### src/shared/crcen_map.vh
// register offsets, field positions, reset values and generators of the crc engine
`ifndef CRCEN_MAP_VH
`define CRCEN_MAP_VH

// ==========================================================================
// register byte offsets on the apb bus
`define CRCEN_OFS_MODE 12'h000
`define CRCEN_OFS_SEED 12'h004
`define CRCEN_OFS_SUM 12'h008
`define CRCEN_OFS_DATA 12'h00C
`define CRCEN_OFS_POLY 12'h010
`define CRCEN_OFS_STATUS 12'h014

// ==========================================================================
// internal register select codes
`define CRCEN_SEL_MODE 3'h0
`define CRCEN_SEL_SEED 3'h1
`define CRCEN_SEL_SUM 3'h2
`define CRCEN_SEL_DATA 3'h3
`define CRCEN_SEL_POLY 3'h4
`define CRCEN_SEL_STATUS 3'h5
`define CRCEN_SEL_NONE 3'h7

// ==========================================================================
// mode register fields
`define CRCEN_MODE_POLY_LSB 0
`define CRCEN_MODE_POLY_MSB 1
`define CRCEN_MODE_DREV 2
`define CRCEN_MODE_DCPL 3
`define CRCEN_MODE_SREV 4
`define CRCEN_MODE_SCPL 5
`define CRCEN_MODE_CWIDE 6
`define CRCEN_MODE_W 7

// polynomial select codes
`define CRCEN_PSEL_CCITT 2'h0
`define CRCEN_PSEL_CRC16 2'h1
`define CRCEN_PSEL_CRC32 2'h2
`define CRCEN_PSEL_CUSTOM 2'h3

// ==========================================================================
// status register fields
`define CRCEN_STAT_BUSY 0
`define CRCEN_STAT_LVL_LSB 4
`define CRCEN_STAT_LVL_MSB 7

// ==========================================================================
// reset values
`define CRCEN_MODE_RST 7'h00
`define CRCEN_SEED_RST 32'h00000000
`define CRCEN_POLY_RST 32'h00000000

// ==========================================================================
// fixed generators, implicit top term left out
`define CRCEN_GEN_CCITT 32'h00001021
`define CRCEN_GEN_CRC16 32'h00008005
`define CRCEN_GEN_CRC32 32'h04C11DB7

// ==========================================================================
// data fifo entry: size code over the data word
`define CRCEN_SZ_BYTE 2'h0
`define CRCEN_SZ_HALF 2'h1
`define CRCEN_SZ_WORD 2'h2
`define CRCEN_FIFO_W 34
`define CRCEN_FIFO_D 8
`define CRCEN_FIFO_AW 3

`endif

### src/core/crcen_engine.v
// crc checksum engine with apb registers, data fifo and byte-per-cycle folding
`timescale 1ns/1ps
`default_nettype none
`include "crcen_map.vh"

module crcen_engine
(
   input wire ref_clk,
   input wire rst_n,
   input wire psel,
   input wire penable,
   input wire pwrite,
   input wire [11:0] paddr,
   input wire [31:0] pwdata,
   input wire [3:0] pstrb,
   output reg [31:0] prdata,
   output wire pready,
   output wire pslverr
);

   // ==========================================================================
   // helpers

   // address decode, shared by the write and read paths
   function [2:0] regSel;
      input [11:0] a;
      begin
         if (a == `CRCEN_OFS_MODE)
            regSel = `CRCEN_SEL_MODE;
         else if (a == `CRCEN_OFS_SEED)
            regSel = `CRCEN_SEL_SEED;
         else if (a == `CRCEN_OFS_SUM)
            regSel = `CRCEN_SEL_SUM;
         else if (a == `CRCEN_OFS_DATA)
            regSel = `CRCEN_SEL_DATA;
         else if (a == `CRCEN_OFS_POLY)
            regSel = `CRCEN_SEL_POLY;
         else if (a == `CRCEN_OFS_STATUS)
            regSel = `CRCEN_SEL_STATUS;
         else
            regSel = `CRCEN_SEL_NONE;
      end
   endfunction

   // bit reversal over 32 bits; 16-bit sums reuse it with a shift
   function [31:0] rev32;
      input [31:0] x;
      integer k;
      begin
         rev32 = 32'h00000000;
         for (k = 0; k < 32; k = k + 1)
            rev32[k] = x[31-k];
      end
   endfunction

   // ==========================================================================
   // state

   reg [`CRCEN_MODE_W-1:0] mode_q;
   reg [31:0] poly_q;
   reg [31:0] crc_q;
   reg [31:0] crc_d;
   reg [23:0] cur_q;
   reg [23:0] cur_d;
   reg [2:0] left_q;
   reg [2:0] left_d;
   reg rdOk_q;
   reg [31:0] rdMux;

   wire [2:0] sel;
   wire access;
   wire wrDone;
   wire busy;
   wire fifoInValid;
   wire fifoInReady;
   wire [`CRCEN_FIFO_W-1:0] fifoInData;
   wire fifoOutValid;
   wire fifoOutReady;
   wire [`CRCEN_FIFO_W-1:0] fifoOutData;
   wire [`CRCEN_FIFO_AW:0] fifoLevel;
   reg [1:0] sizeCode;
   reg writeReady;

   // ==========================================================================
   // apb decode and handshake

   assign sel = regSel(paddr);
   assign access = psel & penable;
   assign busy = fifoOutValid | (left_q != 3'h0);

   // write strobes give the width of a data write; odd patterns count as word
   always @*
   begin
      if (pstrb == 4'h1)
         sizeCode = `CRCEN_SZ_BYTE;
      else if (pstrb == 4'h3)
         sizeCode = `CRCEN_SZ_HALF;
      else
         sizeCode = `CRCEN_SZ_WORD;
   end

   // write readiness per target
   always @*
   begin
      // dma bursts stall only on full fifo
      if (sel == `CRCEN_SEL_DATA)
         writeReady = fifoInReady;
      else if ((sel == `CRCEN_SEL_MODE) || (sel == `CRCEN_SEL_SEED) ||
               (sel == `CRCEN_SEL_POLY))
         writeReady = ~busy;
      else
         writeReady = 1'b1;
   end

   // reads answer from the value registered in the previous cycle
   assign pready = pwrite ? writeReady : ((sel == `CRCEN_SEL_NONE) | rdOk_q);
   assign pslverr = access & (sel == `CRCEN_SEL_NONE);
   assign wrDone = access & pwrite & writeReady;

   // data writes enter the fifo tagged with their width
   assign fifoInValid = access & pwrite & (sel == `CRCEN_SEL_DATA);
   assign fifoInData = {sizeCode, pwdata};

   // ==========================================================================
   // read mux

   reg [31:0] sumOut;
   wire sumWide;

   // sum reverse and complement on read
   always @*
   begin
      sumOut = crc_q;
      if (mode_q[`CRCEN_MODE_SREV])
         sumOut = sumWide ? rev32(crc_q) : (rev32(crc_q) >> 16);
      if (mode_q[`CRCEN_MODE_SCPL])
         sumOut = sumOut ^ (sumWide ? 32'hFFFFFFFF : 32'h0000FFFF);
   end

   always @*
   begin
      rdMux = 32'h00000000;
      if (sel == `CRCEN_SEL_MODE)
         rdMux = {{(32-`CRCEN_MODE_W){1'b0}}, mode_q};
      else if (sel == `CRCEN_SEL_POLY)
         rdMux = poly_q;
      else if (sel == `CRCEN_SEL_SUM)
         rdMux = sumOut;
      else if (sel == `CRCEN_SEL_STATUS)
      begin
         rdMux[`CRCEN_STAT_BUSY] = busy;
         rdMux[`CRCEN_STAT_LVL_MSB:`CRCEN_STAT_LVL_LSB] = fifoLevel;
      end
   end

   // read data is a flop; a sum read only becomes ready once the engine drains
   always @(posedge ref_clk or negedge rst_n)
   begin
      if (!rst_n)
      begin
         prdata <= 32'h00000000;
         rdOk_q <= 1'b0;
      end
      else
      begin
         prdata <= rdMux;
         rdOk_q <= psel & ~pwrite & ((sel != `CRCEN_SEL_SUM) | ~busy);
      end
   end

   // ==========================================================================
   // polynomial selection

   reg [31:0] activePoly;
   reg polyWide;

   always @*
   begin
      case (mode_q[`CRCEN_MODE_POLY_MSB:`CRCEN_MODE_POLY_LSB])
         `CRCEN_PSEL_CCITT:
         begin
            activePoly = `CRCEN_GEN_CCITT;
            polyWide = 1'b0;
         end
         `CRCEN_PSEL_CRC16:
         begin
            activePoly = `CRCEN_GEN_CRC16;
            polyWide = 1'b0;
         end
         `CRCEN_PSEL_CRC32:
         begin
            activePoly = `CRCEN_GEN_CRC32;
            polyWide = 1'b1;
         end
         default:
         begin
            activePoly = poly_q;
            polyWide = mode_q[`CRCEN_MODE_CWIDE];
         end
      endcase
   end

   assign sumWide = polyWide;

   // ==========================================================================
   // byte engine

   wire doFold;
   wire [7:0] rawByte;
   reg [7:0] stepByte;
   wire [31:0] stepCrc;
   wire [31:0] fifoWord;
   wire [1:0] fifoSize;

   assign fifoWord = fifoOutData[31:0];
   assign fifoSize = fifoOutData[33:32];

   // a new word is popped only when the previous one is fully folded
   assign fifoOutReady = (left_q == 3'h0);
   // the first byte folds in the same cycle as the pop, so a byte costs one cycle
   assign doFold = (left_q != 3'h0) | fifoOutValid;
   assign rawByte = (left_q != 3'h0) ? cur_q[7:0] : fifoWord[7:0];

   always @*
   begin
      stepByte = rawByte ^ (mode_q[`CRCEN_MODE_DCPL] ? 8'hFF : 8'h00);
      if (mode_q[`CRCEN_MODE_DREV])
         stepByte = {stepByte[0], stepByte[1], stepByte[2], stepByte[3], stepByte[4], stepByte[5], stepByte[6], stepByte[7]};
   end

   crcen_step uStep
   (
      .crcIn(crc_q),
      .dataIn(stepByte),
      .poly(activePoly),
      .wide(polyWide),
      .crcOut(stepCrc)
   );

   // next state of the accumulator and the byte sequencer
   always @*
   begin
      crc_d = crc_q;
      cur_d = cur_q;
      left_d = left_q;
      if (wrDone && (sel == `CRCEN_SEL_SEED))
      begin
         crc_d = pwdata & (polyWide ? 32'hFFFFFFFF : 32'h0000FFFF);
      end
      else if (doFold)
      begin
         crc_d = stepCrc;
         if (left_q != 3'h0)
         begin
            cur_d = {8'h00, cur_q[23:8]};
            left_d = left_q - 3'h1;
         end
         else
         begin
            cur_d = fifoWord[31:8];
            if (fifoSize == `CRCEN_SZ_BYTE)
               left_d = 3'h0;
            else if (fifoSize == `CRCEN_SZ_HALF)
               left_d = 3'h1;
            else
               left_d = 3'h3;
         end
      end
   end

   // ==========================================================================
   // registers

   always @(posedge ref_clk or negedge rst_n)
   begin
      if (!rst_n)
      begin
         mode_q <= `CRCEN_MODE_RST;
         poly_q <= `CRCEN_POLY_RST;
         crc_q <= `CRCEN_SEED_RST;
         cur_q <= 24'h000000;
         left_q <= 3'h0;
      end
      else
      begin
         crc_q <= crc_d;
         cur_q <= cur_d;
         left_q <= left_d;
         if (wrDone && (sel == `CRCEN_SEL_MODE))
            mode_q <= pwdata[`CRCEN_MODE_W-1:0];
         if (wrDone && (sel == `CRCEN_SEL_POLY))
            poly_q <= pwdata;
      end
   end

   // ==========================================================================
   // data fifo

   crcen_fifo
   #(
      .WIDTH(`CRCEN_FIFO_W),
      .DEPTH(`CRCEN_FIFO_D),
      .AW(`CRCEN_FIFO_AW)
   )
   uFifo
   (
      .ref_clk(ref_clk),
      .rst_n(rst_n),
      .inValid(fifoInValid),
      .inReady(fifoInReady),
      .inData(fifoInData),
      .outValid(fifoOutValid),
      .outReady(fifoOutReady),
      .outData(fifoOutData),
      .level(fifoLevel)
   );

endmodule
`default_nettype wire

### src/core/crcen_fifo.v
// flip-flop fifo holding data words in front of the crc byte engine
`timescale 1ns/1ps
`default_nettype none

module crcen_fifo
#(
   parameter WIDTH = 34,
   parameter DEPTH = 8,
   parameter AW = 3
)
(
   input wire ref_clk,
   input wire rst_n,
   input wire inValid,
   output wire inReady,
   input wire [WIDTH-1:0] inData,
   output wire outValid,
   input wire outReady,
   output wire [WIDTH-1:0] outData,
   output wire [AW:0] level
);

   reg [WIDTH-1:0] mem [0:DEPTH-1];
   reg [AW-1:0] wrPtr_q;
   reg [AW-1:0] rdPtr_q;
   reg [AW:0] count_q;
   wire push;
   wire pop;

   // full and empty come straight from the count, so both are exact
   assign inReady = (count_q != DEPTH[AW:0]);
   assign outValid = (count_q != {(AW+1){1'b0}});
   assign push = inValid & inReady;
   assign pop = outValid & outReady;
   assign outData = mem[rdPtr_q];
   assign level = count_q;

   // storage has no reset; only slots below the count are ever read
   always @(posedge ref_clk)
   begin
      if (push)
      begin
         mem[wrPtr_q] <= inData;
      end
   end

   // pointers wrap naturally because depth is a power of two
   always @(posedge ref_clk or negedge rst_n)
   begin
      if (!rst_n)
      begin
         wrPtr_q <= {AW{1'b0}};
         rdPtr_q <= {AW{1'b0}};
         count_q <= {(AW+1){1'b0}};
      end
      else
      begin
         if (push)
         begin
            wrPtr_q <= wrPtr_q + 1'b1;
         end
         if (pop)
         begin
            rdPtr_q <= rdPtr_q + 1'b1;
         end
         if (push && !pop)
         begin
            count_q <= count_q + 1'b1;
         end
         else if (pop && !push)
         begin
            count_q <= count_q - 1'b1;
         end
      end
   end

endmodule
`default_nettype wire

### src/core/crcen_step.v
// one byte folded into a crc accumulator, msb first, eight shift stages
`timescale 1ns/1ps
`default_nettype none

module crcen_step
(
   input wire [31:0] crcIn,
   input wire [7:0] dataIn,
   input wire [31:0] poly,
   input wire wide,
   output wire [31:0] crcOut
);

   wire [31:0] chain [0:8];
   wire [31:0] widthMask;

   // narrow sums keep their upper half at zero
   assign widthMask = wide ? 32'hFFFFFFFF : 32'h0000FFFF;
   assign chain[0] = crcIn & widthMask;

   // each stage takes one data bit, bit 7 first
   genvar i;
   generate
      for (i = 0; i < 8; i = i + 1)
      begin : gStage
         wire topBit;
         wire feedBack;
         assign topBit = wide ? chain[i][31] : chain[i][15];
         assign feedBack = topBit ^ dataIn[7-i];
         assign chain[i+1] = ({chain[i][30:0], 1'b0} ^ (feedBack ? poly : 32'h00000000))
            & widthMask;
      end
   endgenerate

   assign crcOut = chain[8];

endmodule
`default_nettype wire

### config.mk
export PLATFORM = sky130hd
export DESIGN_NAME = crcen_engine
export DESIGN_NICKNAME = d
export VERILOG_FILES = /design/src/core/crcen_engine.v /design/src/core/crcen_fifo.v /design/src/core/crcen_step.v
export VERILOG_INCLUDE_DIRS = /design/src /design/src/shared
export SDC_FILE = /design/constraint.sdc
export NUM_CORES = 1
export LEC_CHECK = 0
export ABC_AREA = 1
export BUFFER_PORTS_ARGS = -buffer_cell sky130_fd_sc_hd__buf_2
export CAP_MARGIN = 20
export CORE_ASPECT_RATIO = 1.25
export CORE_UTILIZATION = 57
export DETAILED_ROUTE_END_ITERATION = 16
export GPL_ROUTABILITY_DRIVEN = 0
export PLACE_DENSITY_LB_ADDON = 0.2
export RECOVER_POWER = 25
export SYNTH_ARGS = -nofsm -noshare
export SYNTH_HDL_FRONTEND = slang
export SYNTH_SLANG_ARGS = --single-unit
export TNS_END_PERCENT = 1
### constraint.sdc
create_clock -name ref_clk -period 10.6 [get_ports ref_clk]
set_input_delay 0 -clock ref_clk [delete_from_list [all_inputs] [get_ports ref_clk]]
set_output_delay 0 -clock ref_clk [all_outputs]
set_load 0.02 [all_outputs]
Word level (Yosys, flattened, before mapping). Memories as Yosys holds them, arrays and structs flattened. Cells that the tools add are included.

Add/subtract/negate cells: 5. $mul: 0. Divide/modulo/power cells: 0. $lt $le $gt $ge: 0. Eq/ne operators: 18. Shifts and indexed selects: 0. Muxes and demuxes: 54. Bitwise gates (word level): 43. Reductions and logical operators: 20.

Operators with widths (count): two-way mux 32 bit (16); bitwise AND 32 bit (10); bitwise XOR 32 bit (9); one-hot mux 32 bit (3 select lines) (1); two-way mux 24 bit (2); == test 12 x 4 -> 1 bit (second input constant) (2); == test 12 x 5 -> 1 bit (second input constant) (2); two-way mux 8 bit (3); two-way mux 3 bit (6); two-way mux 4 bit (4); two-way mux 1 bit (15); == test 12 x 3 -> 1 bit (second input constant) (1); zero test 12 bit (1); two-way mux 2 bit (6); bitwise AND 1 bit (9); == test 3 bit (second input constant) (3); bitwise XOR 1 bit (8); bitwise XOR 8 bit (1); adder 3 x 1 -> 3 bit (second input constant) (2); == test 3 x 2 -> 1 bit (second input constant) (2); zero test 3 bit (2); logical AND 1 bit (5); adder 4 x 1 -> 4 bit (second input constant) (1); == test 2 x 1 -> 1 bit (second input constant) (2); 19 further kinds (27).

Register bits after elaboration: 141. Bits in latches: 0. Memory bits (writable): 272. Memory bits (read-only): 0. Input bits: 53. Output and inout port bits: 34. Word-level logic and storage cells: 151. Memories kept: 1.

Memory list: uFifo.mem (words 8, bits a word 34, read ports 1, clocked after memory_dff 0, wr ports 1, RTL line crcen_fifo.v:23) `reg [WIDTH-1:0] mem [0:DEPTH-1];`.

Logic depth before layout (Yosys ltp). Gate-level depths: netlist (run 1).

Word-level depth: 47. Mapped depth: 52. Mapped depth without buffers: 51.

Cells and area by module. From an unflattened synthesis (run 1), not the netlist that was laid out.

Cell total of the unflattened synthesis: 3174. Area total of the unflattened synthesis: 25031.5 um^2.

Modules (own cells, without submodules): crcen_fifo (times used 1, cells an instance 1254, area each 12285.5 um^2, sequential area each 8418.1 um^2); crcen_engine (times used 1, cells an instance 1076, area each 7828.8 um^2, sequential area each 3278.1 um^2); crcen_step (times used 1, cells an instance 844, area each 4917.2 um^2, sequential area each 0.0 um^2).

Worst setup path before layout (run 1). No wires, ideal clock.

Kind: reg-to-reg. From: register left_q[0]. To: register crc_q[10]. Setup time: 118 ps. Data arrival time: 5031 ps. Data required time: 10482 ps. Path slack: 5451 ps. Cell stages (with the launch flop): 47. Path buffers: 6. Clock period less this slack: 5149 ps. Path through: dfrtp_1 > inv_1 > ha_1 > ha_1 > clkbuf_1 > inv_2 > nand2_1 > nand3_1 > nand3_1 > nand3_1 > nand2_2 > buf_6 > nand3_1 > nand3_1 > nand3_2 > nand2_4 > inv_2 > nor2_2 > (+11 left out) > nand2_1 > buf_6 > nand3_1 > nand3_2 > nand3_2 > nand2_4 > inv_2 > nor2_1 > xor2_1 > nand3_1 > nand3_1 > nand3_1 > nand2_1 > buf_6 > buf_6 > nand3_1 > nand3_1 > nand2_1.

Cells in the longest elaborated chain, start to end: 45. Elaborated cells on any way between the ends: 52. Classes of those cells: mux (21); bitwise (28); reduce/logical (3).

Ends and longest elaborated chain: from (decl) (RTL line crcen_engine.v:65) `reg [2:0] left_q;`; from (signal assigned) (RTL line crcen_engine.v:288) `left_q <= left_d;`; nonzero test 3 bit * (RTL line crcen_engine.v:89, crcen_engine.v:221, crcen_engine.v:222); two-way mux 8 bit (RTL line crcen_engine.v:222) `assign rawByte = (left_q != 3'h0) ? cur_q[7:0] : fifoWord[7:0];`; bitwise XOR 8 bit (RTL line crcen_engine.v:226) `` stepByte = rawByte ^ (mode_q[`CRCEN_MODE_DCPL] ? 8'hFF : 8'h00); ``; two-way mux 8 bit (RTL line crcen_engine.v:227) `` if (mode_q[`CRCEN_MODE_DREV]) ``; bitwise XOR 1 bit (RTL line crcen_step.v:29) `assign feedBack = topBit ^ dataIn[7-i];`; two-way mux 32 bit (RTL line crcen_step.v:30) `assign chain[i+1] = ({chain[i][30:0], 1'b0} ^ (feedBack ? poly : 32'h00000000))`; bitwise XOR 32 bit (RTL line crcen_step.v:30); bitwise AND 32 bit (RTL line crcen_step.v:31) `& widthMask;`; (+29 left out); bitwise AND 32 bit (RTL line crcen_step.v:31); two-way mux 1 bit (RTL line crcen_step.v:28) `assign topBit = wide ? chain[i][31] : chain[i][15];`; bitwise XOR 1 bit (RTL line crcen_step.v:29); two-way mux 32 bit (RTL line crcen_step.v:30); bitwise XOR 32 bit (RTL line crcen_step.v:30); bitwise AND 32 bit (RTL line crcen_step.v:31); two-way mux 32 bit (RTL line crcen_engine.v:250) `else if (doFold)`; two-way mux 32 bit (RTL line crcen_engine.v:246) `` if (wrDone && (sel == `CRCEN_SEL_SEED)) ``; to (signal assigned) (RTL line crcen_engine.v:280) `` crc_q <= `CRCEN_SEED_RST; ``; to (signal assigned) (RTL line crcen_engine.v:286) `crc_q <= crc_d;`; to (decl) (RTL line crcen_engine.v:61) `reg [31:0] crc_q;`.

Every way passes the cells marked *; elsewhere a longest branch is shown, timed or not. The select of a mux whose other input is x is not followed. A chain may end at the register's enable or synchronous reset.

Final worst setup path (run 1).
From: register uFifo.rdPtr_q[0]. To: register crc_q[2].

Cells in the longest elaborated chain, start to end: 45.

Ends and longest elaborated chain: from (decl) (RTL line crcen_fifo.v:25) `reg [AW-1:0] rdPtr_q;`; from (signal assigned) (RTL line crcen_fifo.v:53) `rdPtr_q <= {AW{1'b0}};`; from (signal assigned) (RTL line crcen_fifo.v:64) `rdPtr_q <= rdPtr_q + 1'b1;`; memory read (8 x 34 bit) *; two-way mux 8 bit * (RTL line crcen_engine.v:222); bitwise XOR 8 bit * (RTL line crcen_engine.v:226); two-way mux 8 bit * (RTL line crcen_engine.v:227); bitwise XOR 1 bit (RTL line crcen_step.v:29); two-way mux 32 bit (RTL line crcen_step.v:30); bitwise XOR 32 bit (RTL line crcen_step.v:30); bitwise AND 32 bit (RTL line crcen_step.v:31); (+29 left out); bitwise AND 32 bit (RTL line crcen_step.v:31); two-way mux 1 bit (RTL line crcen_step.v:28); bitwise XOR 1 bit (RTL line crcen_step.v:29); two-way mux 32 bit (RTL line crcen_step.v:30); bitwise XOR 32 bit * (RTL line crcen_step.v:30); bitwise AND 32 bit * (RTL line crcen_step.v:31); two-way mux 32 bit * (RTL line crcen_engine.v:250); two-way mux 32 bit * (RTL line crcen_engine.v:246).

Marked as above.

==> results.md, run 1 <==
- CTS clk-pin slew, worst paths: 60 ps
- Post-Syn Instances: 2463
- Hold depth: 4
- Period utilisation layout: 0.844
- Status: complete, no violations
- Clk sink count: 413
- Netlist cell types: 49
- DR WL/cell: 21.0 um
- Row cnt: 80
- HPWL after detailed placement: 42.1 mm
- Final min period: 8950 ps
- Worst-Margin Slew: 988 ps
- DRT Pass-1 Iters: 6
- Most used flip-flop cell after synthesis: edfxtp_1
- Register area share after synthesis: 0.527
- Max-slew headroom: 0.340
- Area growth syn-to-layout: 11.2%
- Most common cell on crit path: nand3_1
- Via count: 18400
- Synthesized cell area: 0.0222 sq mm
- Largest net degree at the start of global routing: 93
- Max clock buf depth: 3
- DRC Markers: 0
- Initial drt markers: 1919
- Ports: 87
- Final Max Tran Viols: 0
- Max Freq: 0.112 GHz
- Initial core utilization: 0.579
- Post-cts sizing count: 0
- Routed Antenna Nets: 0
- Setup_tns: 0 ps
- Critical path class: reg -> reg
- Port Buffer Count: 86
- Req. time, crit path: 11020 ps
- Min-Delay Path Class: in -> reg
- CP endpoint kind: register
- Worst-skew pair later-pin latency: 540 ps
- Final hold vios: 0
- Final wirelength: 64.1 mm
- CP Launch Point: uFifo.rdPtr_q[0]$_DFFE_PN0P_
- First-pass GRT wire length: 99.0 mm
- Cell count of the worst reg-to-reg path: 49
- Worst Path Max Fanout: 73
- Most frequent cells in the layout: 495 x nand2_1, 279 x o21ai_0, 272 x edfxtp_1
- CTS tree: built
- Vias in the first global route: 17800
- Layout Nets: 2595
- Total CTS buffers: 41
- Antenna violations before repair: 1
- Layout Skew: 22.2 ps
- Post-synth ARST share: 0.341
- GRT Total Usage: 0.326
- Reg2reg start: uFifo.rdPtr_q[0]$_DFFE_PN0P_
- Layout cells sized above 1: 0.0860
- Die Y: 223 um
- Flops & latches, synth: 413
- Crit path largest cell delay: 890 ps
- DIE AREA: 0.0398 sq mm
- Net Count, Synth: 2529
- CTS root buf: clkbuf_16
- Mean Syn Cell Area: 9.02 sq um
- Worst setup SP type: register
- H-tree depth: 2
- Die span in x: 179 um
- Commonest non-fill, non-tap cell in the layout: nand2_1
- Core area: 0.0383 sq mm
- Total gr overflow: 0
- RSZ-0062 raised after global routing: false
- Finish-stage setup viols: 0
- Slowest cell on the critical path: dfrtp_4
- Synth Warn #: 0
- Post-synth EDFFs: 272
- Critical path data arrival time: 9370 ps
- DR vias/cell: 6.02
- Max-cap violations: 0
- Hold Crit Start: paddr[10]
- # diodes: 0
[repair_timing]
item                      CTS  global route
hold buffers               42             0
hold endpoints to repair  436             0
buffers inserted            0             0
[state kept, by name, summed over array words and instances (netlist names)]
register	cells
uFifo.wrPtr_q	3
left_q	3
uFifo.rdPtr_q	3
mode_q	7
crc_q	32
uFifo.mem	272
poly_q	32
cur_q	24
prdata	32
uFifo.level	4
rdOk_q	1
[synth_stat cells (3+ instances only)]
library cell | number | area, sq um
ha_1 | 12 | 150
dfrtp_1 | 141 | 3530
inv_2 | 9 | 33.8
a22oi_1 | 3 | 22.5
o221ai_1 | 40 | 350
xor2_1 | 135 | 1180
and3_1 | 3 | 18.8
edfxtp_1 | 272 | 8170
xnor2_1 | 100 | 876
o21bai_1 | 6 | 45.0
buf_4 | 3 | 22.5
buf_6 | 6 | 67.6
o21ai_0 | 279 | 1400
clkinv_1 | 7 | 26.3
mux2_2 | 10 | 113
nor2_1 | 272 | 1020
nand2_1 | 495 | 1860
o211ai_1 | 23 | 173
clkbuf_1 | 104 | 390
nor3_1 | 9 | 45.0
nand3_1 | 209 | 1050
o22ai_1 | 38 | 238
o31ai_1 | 12 | 90.1
nand3_2 | 13 | 130
nand2_4 | 3 | 33.8
buf_1 | 9 | 33.8
nand4_1 | 7 | 43.8
a21oi_1 | 24 | 120
a21o_1 | 7 | 52.6
nand2_2 | 5 | 31.3
or2_2 | 6 | 37.5
buf_2 | 18 | 90.1
nor2_2 | 3 | 18.8
inv_1 | 162 | 608
[cell type report]
class | count | area [sq um]
fillers | 3063 | 13600
flip-flops and latches | 413 | 11700
multi-input cells | 1731 | 9320
clock buffers | 60 | 1210
repair buffers | 163 | 1100
inverters | 179 | 676
well taps | 492 | 616
clock inverters | 13 | 78.8
[kinds of logic (layout without fill, tap and decap cells)]
kind of cell / after synthesis / in the layout / share of synthesized area
adders and majority gates: 13 / 13 / 0.00766
and+or+nand+nor: 1029 / 1029 / 0.194
AOI/OAI and AO/OA: 443 / 443 / 0.116
buffers and inverters: 319 / 415 / 0.0576
xor gates and xnor gates: 235 / 235 / 0.0927
DFF: 413 / 413 / 0.527
muxes: 11 / 11 / 0.00552
[final timing paths]
check                                         to  slack [ps]
setup / recovery            crc_q[2]$_DFFE_PN0P_        1650
hold reg to reg            cur_q[16]$_DFFE_PN0P_         480
hold / removal               prdata[6]$_DFF_PN0_          50
max in group asynchronous  crc_q[13]$_DFFE_PN0P_        9160
min in group asynchronous  crc_q[12]$_DFFE_PN0P_         190
setup reg to reg            crc_q[2]$_DFFE_PN0P_        1650
[per-layer routing]
metal	share of wire	vias up	GRT usage
met3	0.074	214	0.0400
li1	-	8423	-
met1	0.38	8782	0.414
met2	0.49	947	0.541
met5	0	-	0
met4	0.056	0	0.178
[worst max-delay path: cells and delay by family (launching register included)]
kind / cells / cell delay, ps
flip-flops: 1 / 890
buffers and inverters: 3 / 900
AND/OR/NAND/NOR: 46 / 7050
[per-stage QoR]
step / area, sq um / hold slack (ps) / instances / util / setup slack (ps)
floorplan: 22200 / -296 / 2463 / - / 5450
global placement: 23000 / 166 / 2934 / 0.600 / 2380
detailed placement: 23000 / 173 / 2934 / 0.600 / 1860
CTS: 24700 / 8.31 / 3049 / 0.644 / 1830
global route: 24700 / 41.6 / 3051 / 0.644 / 844
finish: 24700 / 47.3 / 3051 / 0.644 / 1650
Power of run 1 is not shown: default switching activity piles up to over one toggle a cycle in this logic, so the estimate is an artifact.
==> inputs of run 2 (changes only) <==
==> constraint.sdc (replaced) <==
create_clock -name ref_clk -period 8.11 [get_ports ref_clk]
set_input_delay 0 -clock ref_clk [delete_from_list [all_inputs] [get_ports ref_clk]]
set_output_delay 0 -clock ref_clk [all_outputs]
set_load 0.02 [all_outputs]
==> results.md, run 2 (synthesized netlist as in run 1, its figures left out) <==
- Status: complete, no violations
- Ports: 87
- Reg2reg setup slack: 730 ps
- Area growth syn-to-layout: 11.5%
- Slowest cell on the critical path: dfrtp_1
- Crit path largest cell delay: 380 ps
- Die span in x: 179 um
- Layout Nets: 2607
- Most frequent cells in the layout: 494 x nand2_1, 279 x o21ai_0, 272 x edfxtp_1
- Vias in the first global route: 17800
- CP endpoint kind: register
- Worst setup SP type: register
- Critical path class: reg -> reg
- First-pass GRT wire length: 99.0 mm
- CP Launch Point: left_q[0]$_DFFE_PN0P_
- Critical path data arrival time: 7810 ps
- Total CTS buffers: 38
- Setup_tns: 0 ps
- Die Y: 223 um
- Total gr overflow: 0
- Final min period: 7380 ps
- Antenna violations before repair: 1
- Finish-stage setup viols: 0
- Max clock buf depth: 3
- Fillers: 3069
- DP Area: 0.0231 sq mm
- Routed Antenna Nets: 0
- CTS tree: built
- Worst-skew pair later-pin latency: 540 ps
- Row cnt: 80
- FF+latch area: 0.0117 sq mm
- HPWL after detailed placement: 42.4 mm
- Max Freq: 0.135 GHz
- Clk sink count: 413
- Period utilisation layout: 0.910
- Min-Delay Path Class: in -> reg
- DR WL/cell: 20.8 um
- Cell Count Post-Placement: 2948
- GRT Total Usage: 0.325
- Port Buffer Count: 86
- Largest register FFs: 272
- Layout cells sized above 1: 0.0906
- Req. time, crit path: 8540 ps
- Via count: 18200
- Max-slew headroom: 0.273
- Final hold vios: 0
- Layout Skew: 14.2 ps
- Top reg by flops: uFifo.mem
- Worst Path Max Fanout: 28
- CTS clk-pin slew, worst paths: 70 ps
- Layout Cells excl Fill: 3065
- Core Util, Final: 0.646
- RSZ-0062 raised after global routing: false
- DR vias/cell: 5.95
- Worst-Margin Slew: 1090 ps
- Final Max Tran Viols: 0
- Final wirelength: 63.7 mm
- DRT Pass-1 Iters: 7
- Reg2reg start: left_q[0]$_DFFE_PN0P_
- Commonest non-fill, non-tap cell in the layout: nand2_1
- DIE AREA: 0.0398 sq mm
- Setup Fix Bufs, Post-CTS: 0
- Initial core utilization: 0.579
- Max-cap violations: 0
- CTS root buf: clkbuf_16
- Finished layout cell area: 0.0248 sq mm
- DRC Markers: 0
- Largest net degree at the start of global routing: 83
- Initial drt markers: 1722
- Most common cell on crit path: nand2_1
- Hold Crit Start: paddr[0]
- H-tree depth: 2
- Core area: 0.0383 sq mm
- Multi-input gate area: 0.00932 sq mm
## run 2: changes by cell type in the layout (fill, tap and decap cells not counted), moves of 3 or more
cell,change
clkbuf_1,-6
buf_4,+12
clkinv_2,+3
dlygate4sd3_1,+3
clkbuf_8,-3
clkinv_1,+4
## run 2: timing repair
action | CTS | global route
hold buffers | 45 | 0
resized for setup | 0 | 3
endpoints found under the hold margin | 430 | 0
endpoints found under the setup margin | 0 | 31
## run 2: cell type report
class                   instances  area share
diodes                          2    0.000202
multi-input cells            1731       0.376
inverters                     179      0.0273
flip-flops and latches        413       0.472
repair buffers                178      0.0488
clock buffers                  49      0.0443
well taps                     492      0.0249
clock inverters                21     0.00611
## run 2: worst max-delay path, delay by kind of cell (launching register included)
family	cells	cell delay, ps
AND/OR/NAND/NOR	37	4830
buffers and inverters	4	900
adder cells (fa/ha/maj)	2	510
flip-flops	1	380
AO/OA/AOI/OAI	2	360
XOR/XNOR	1	240
## run 2: metal layers
layer	part of all wire	vias up	track usage
li1	-	8446	-
met1	0.38	8759	0.409
met2	0.50	850	0.544
met3	0.070	193	0.0388
met4	0.053	0	0.173
met5	0	-	0
## run 2: worst paths after layout
path,to,depth (start not counted)
min reg2reg,cur_q[13]$_DFFE_PN0P_,2
min in group asynchronous,poly_q[7]$_DFFE_PN0P_,2
max reg2reg,crc_q[2]$_DFFE_PN0P_,46
max,crc_q[2]$_DFFE_PN0P_,46
min,prdata[6]$_DFF_PN0_,6
max in group asynchronous,prdata[17]$_DFF_PN0_,3
## run 2: per-stage QoR
| stage | worst slack (ps) | hold slack [ps] |
|---|---|---|
| finish | 729 | 43.4 |
| global route | 10.1 | 65.1 |
| CTS | 558 | 33.7 |
| global placement | 878 | 104 |
| floorplan | 2960 | -296 |
| detailed placement | 593 | 100 |
Power of run 2 is left out for the same reason.
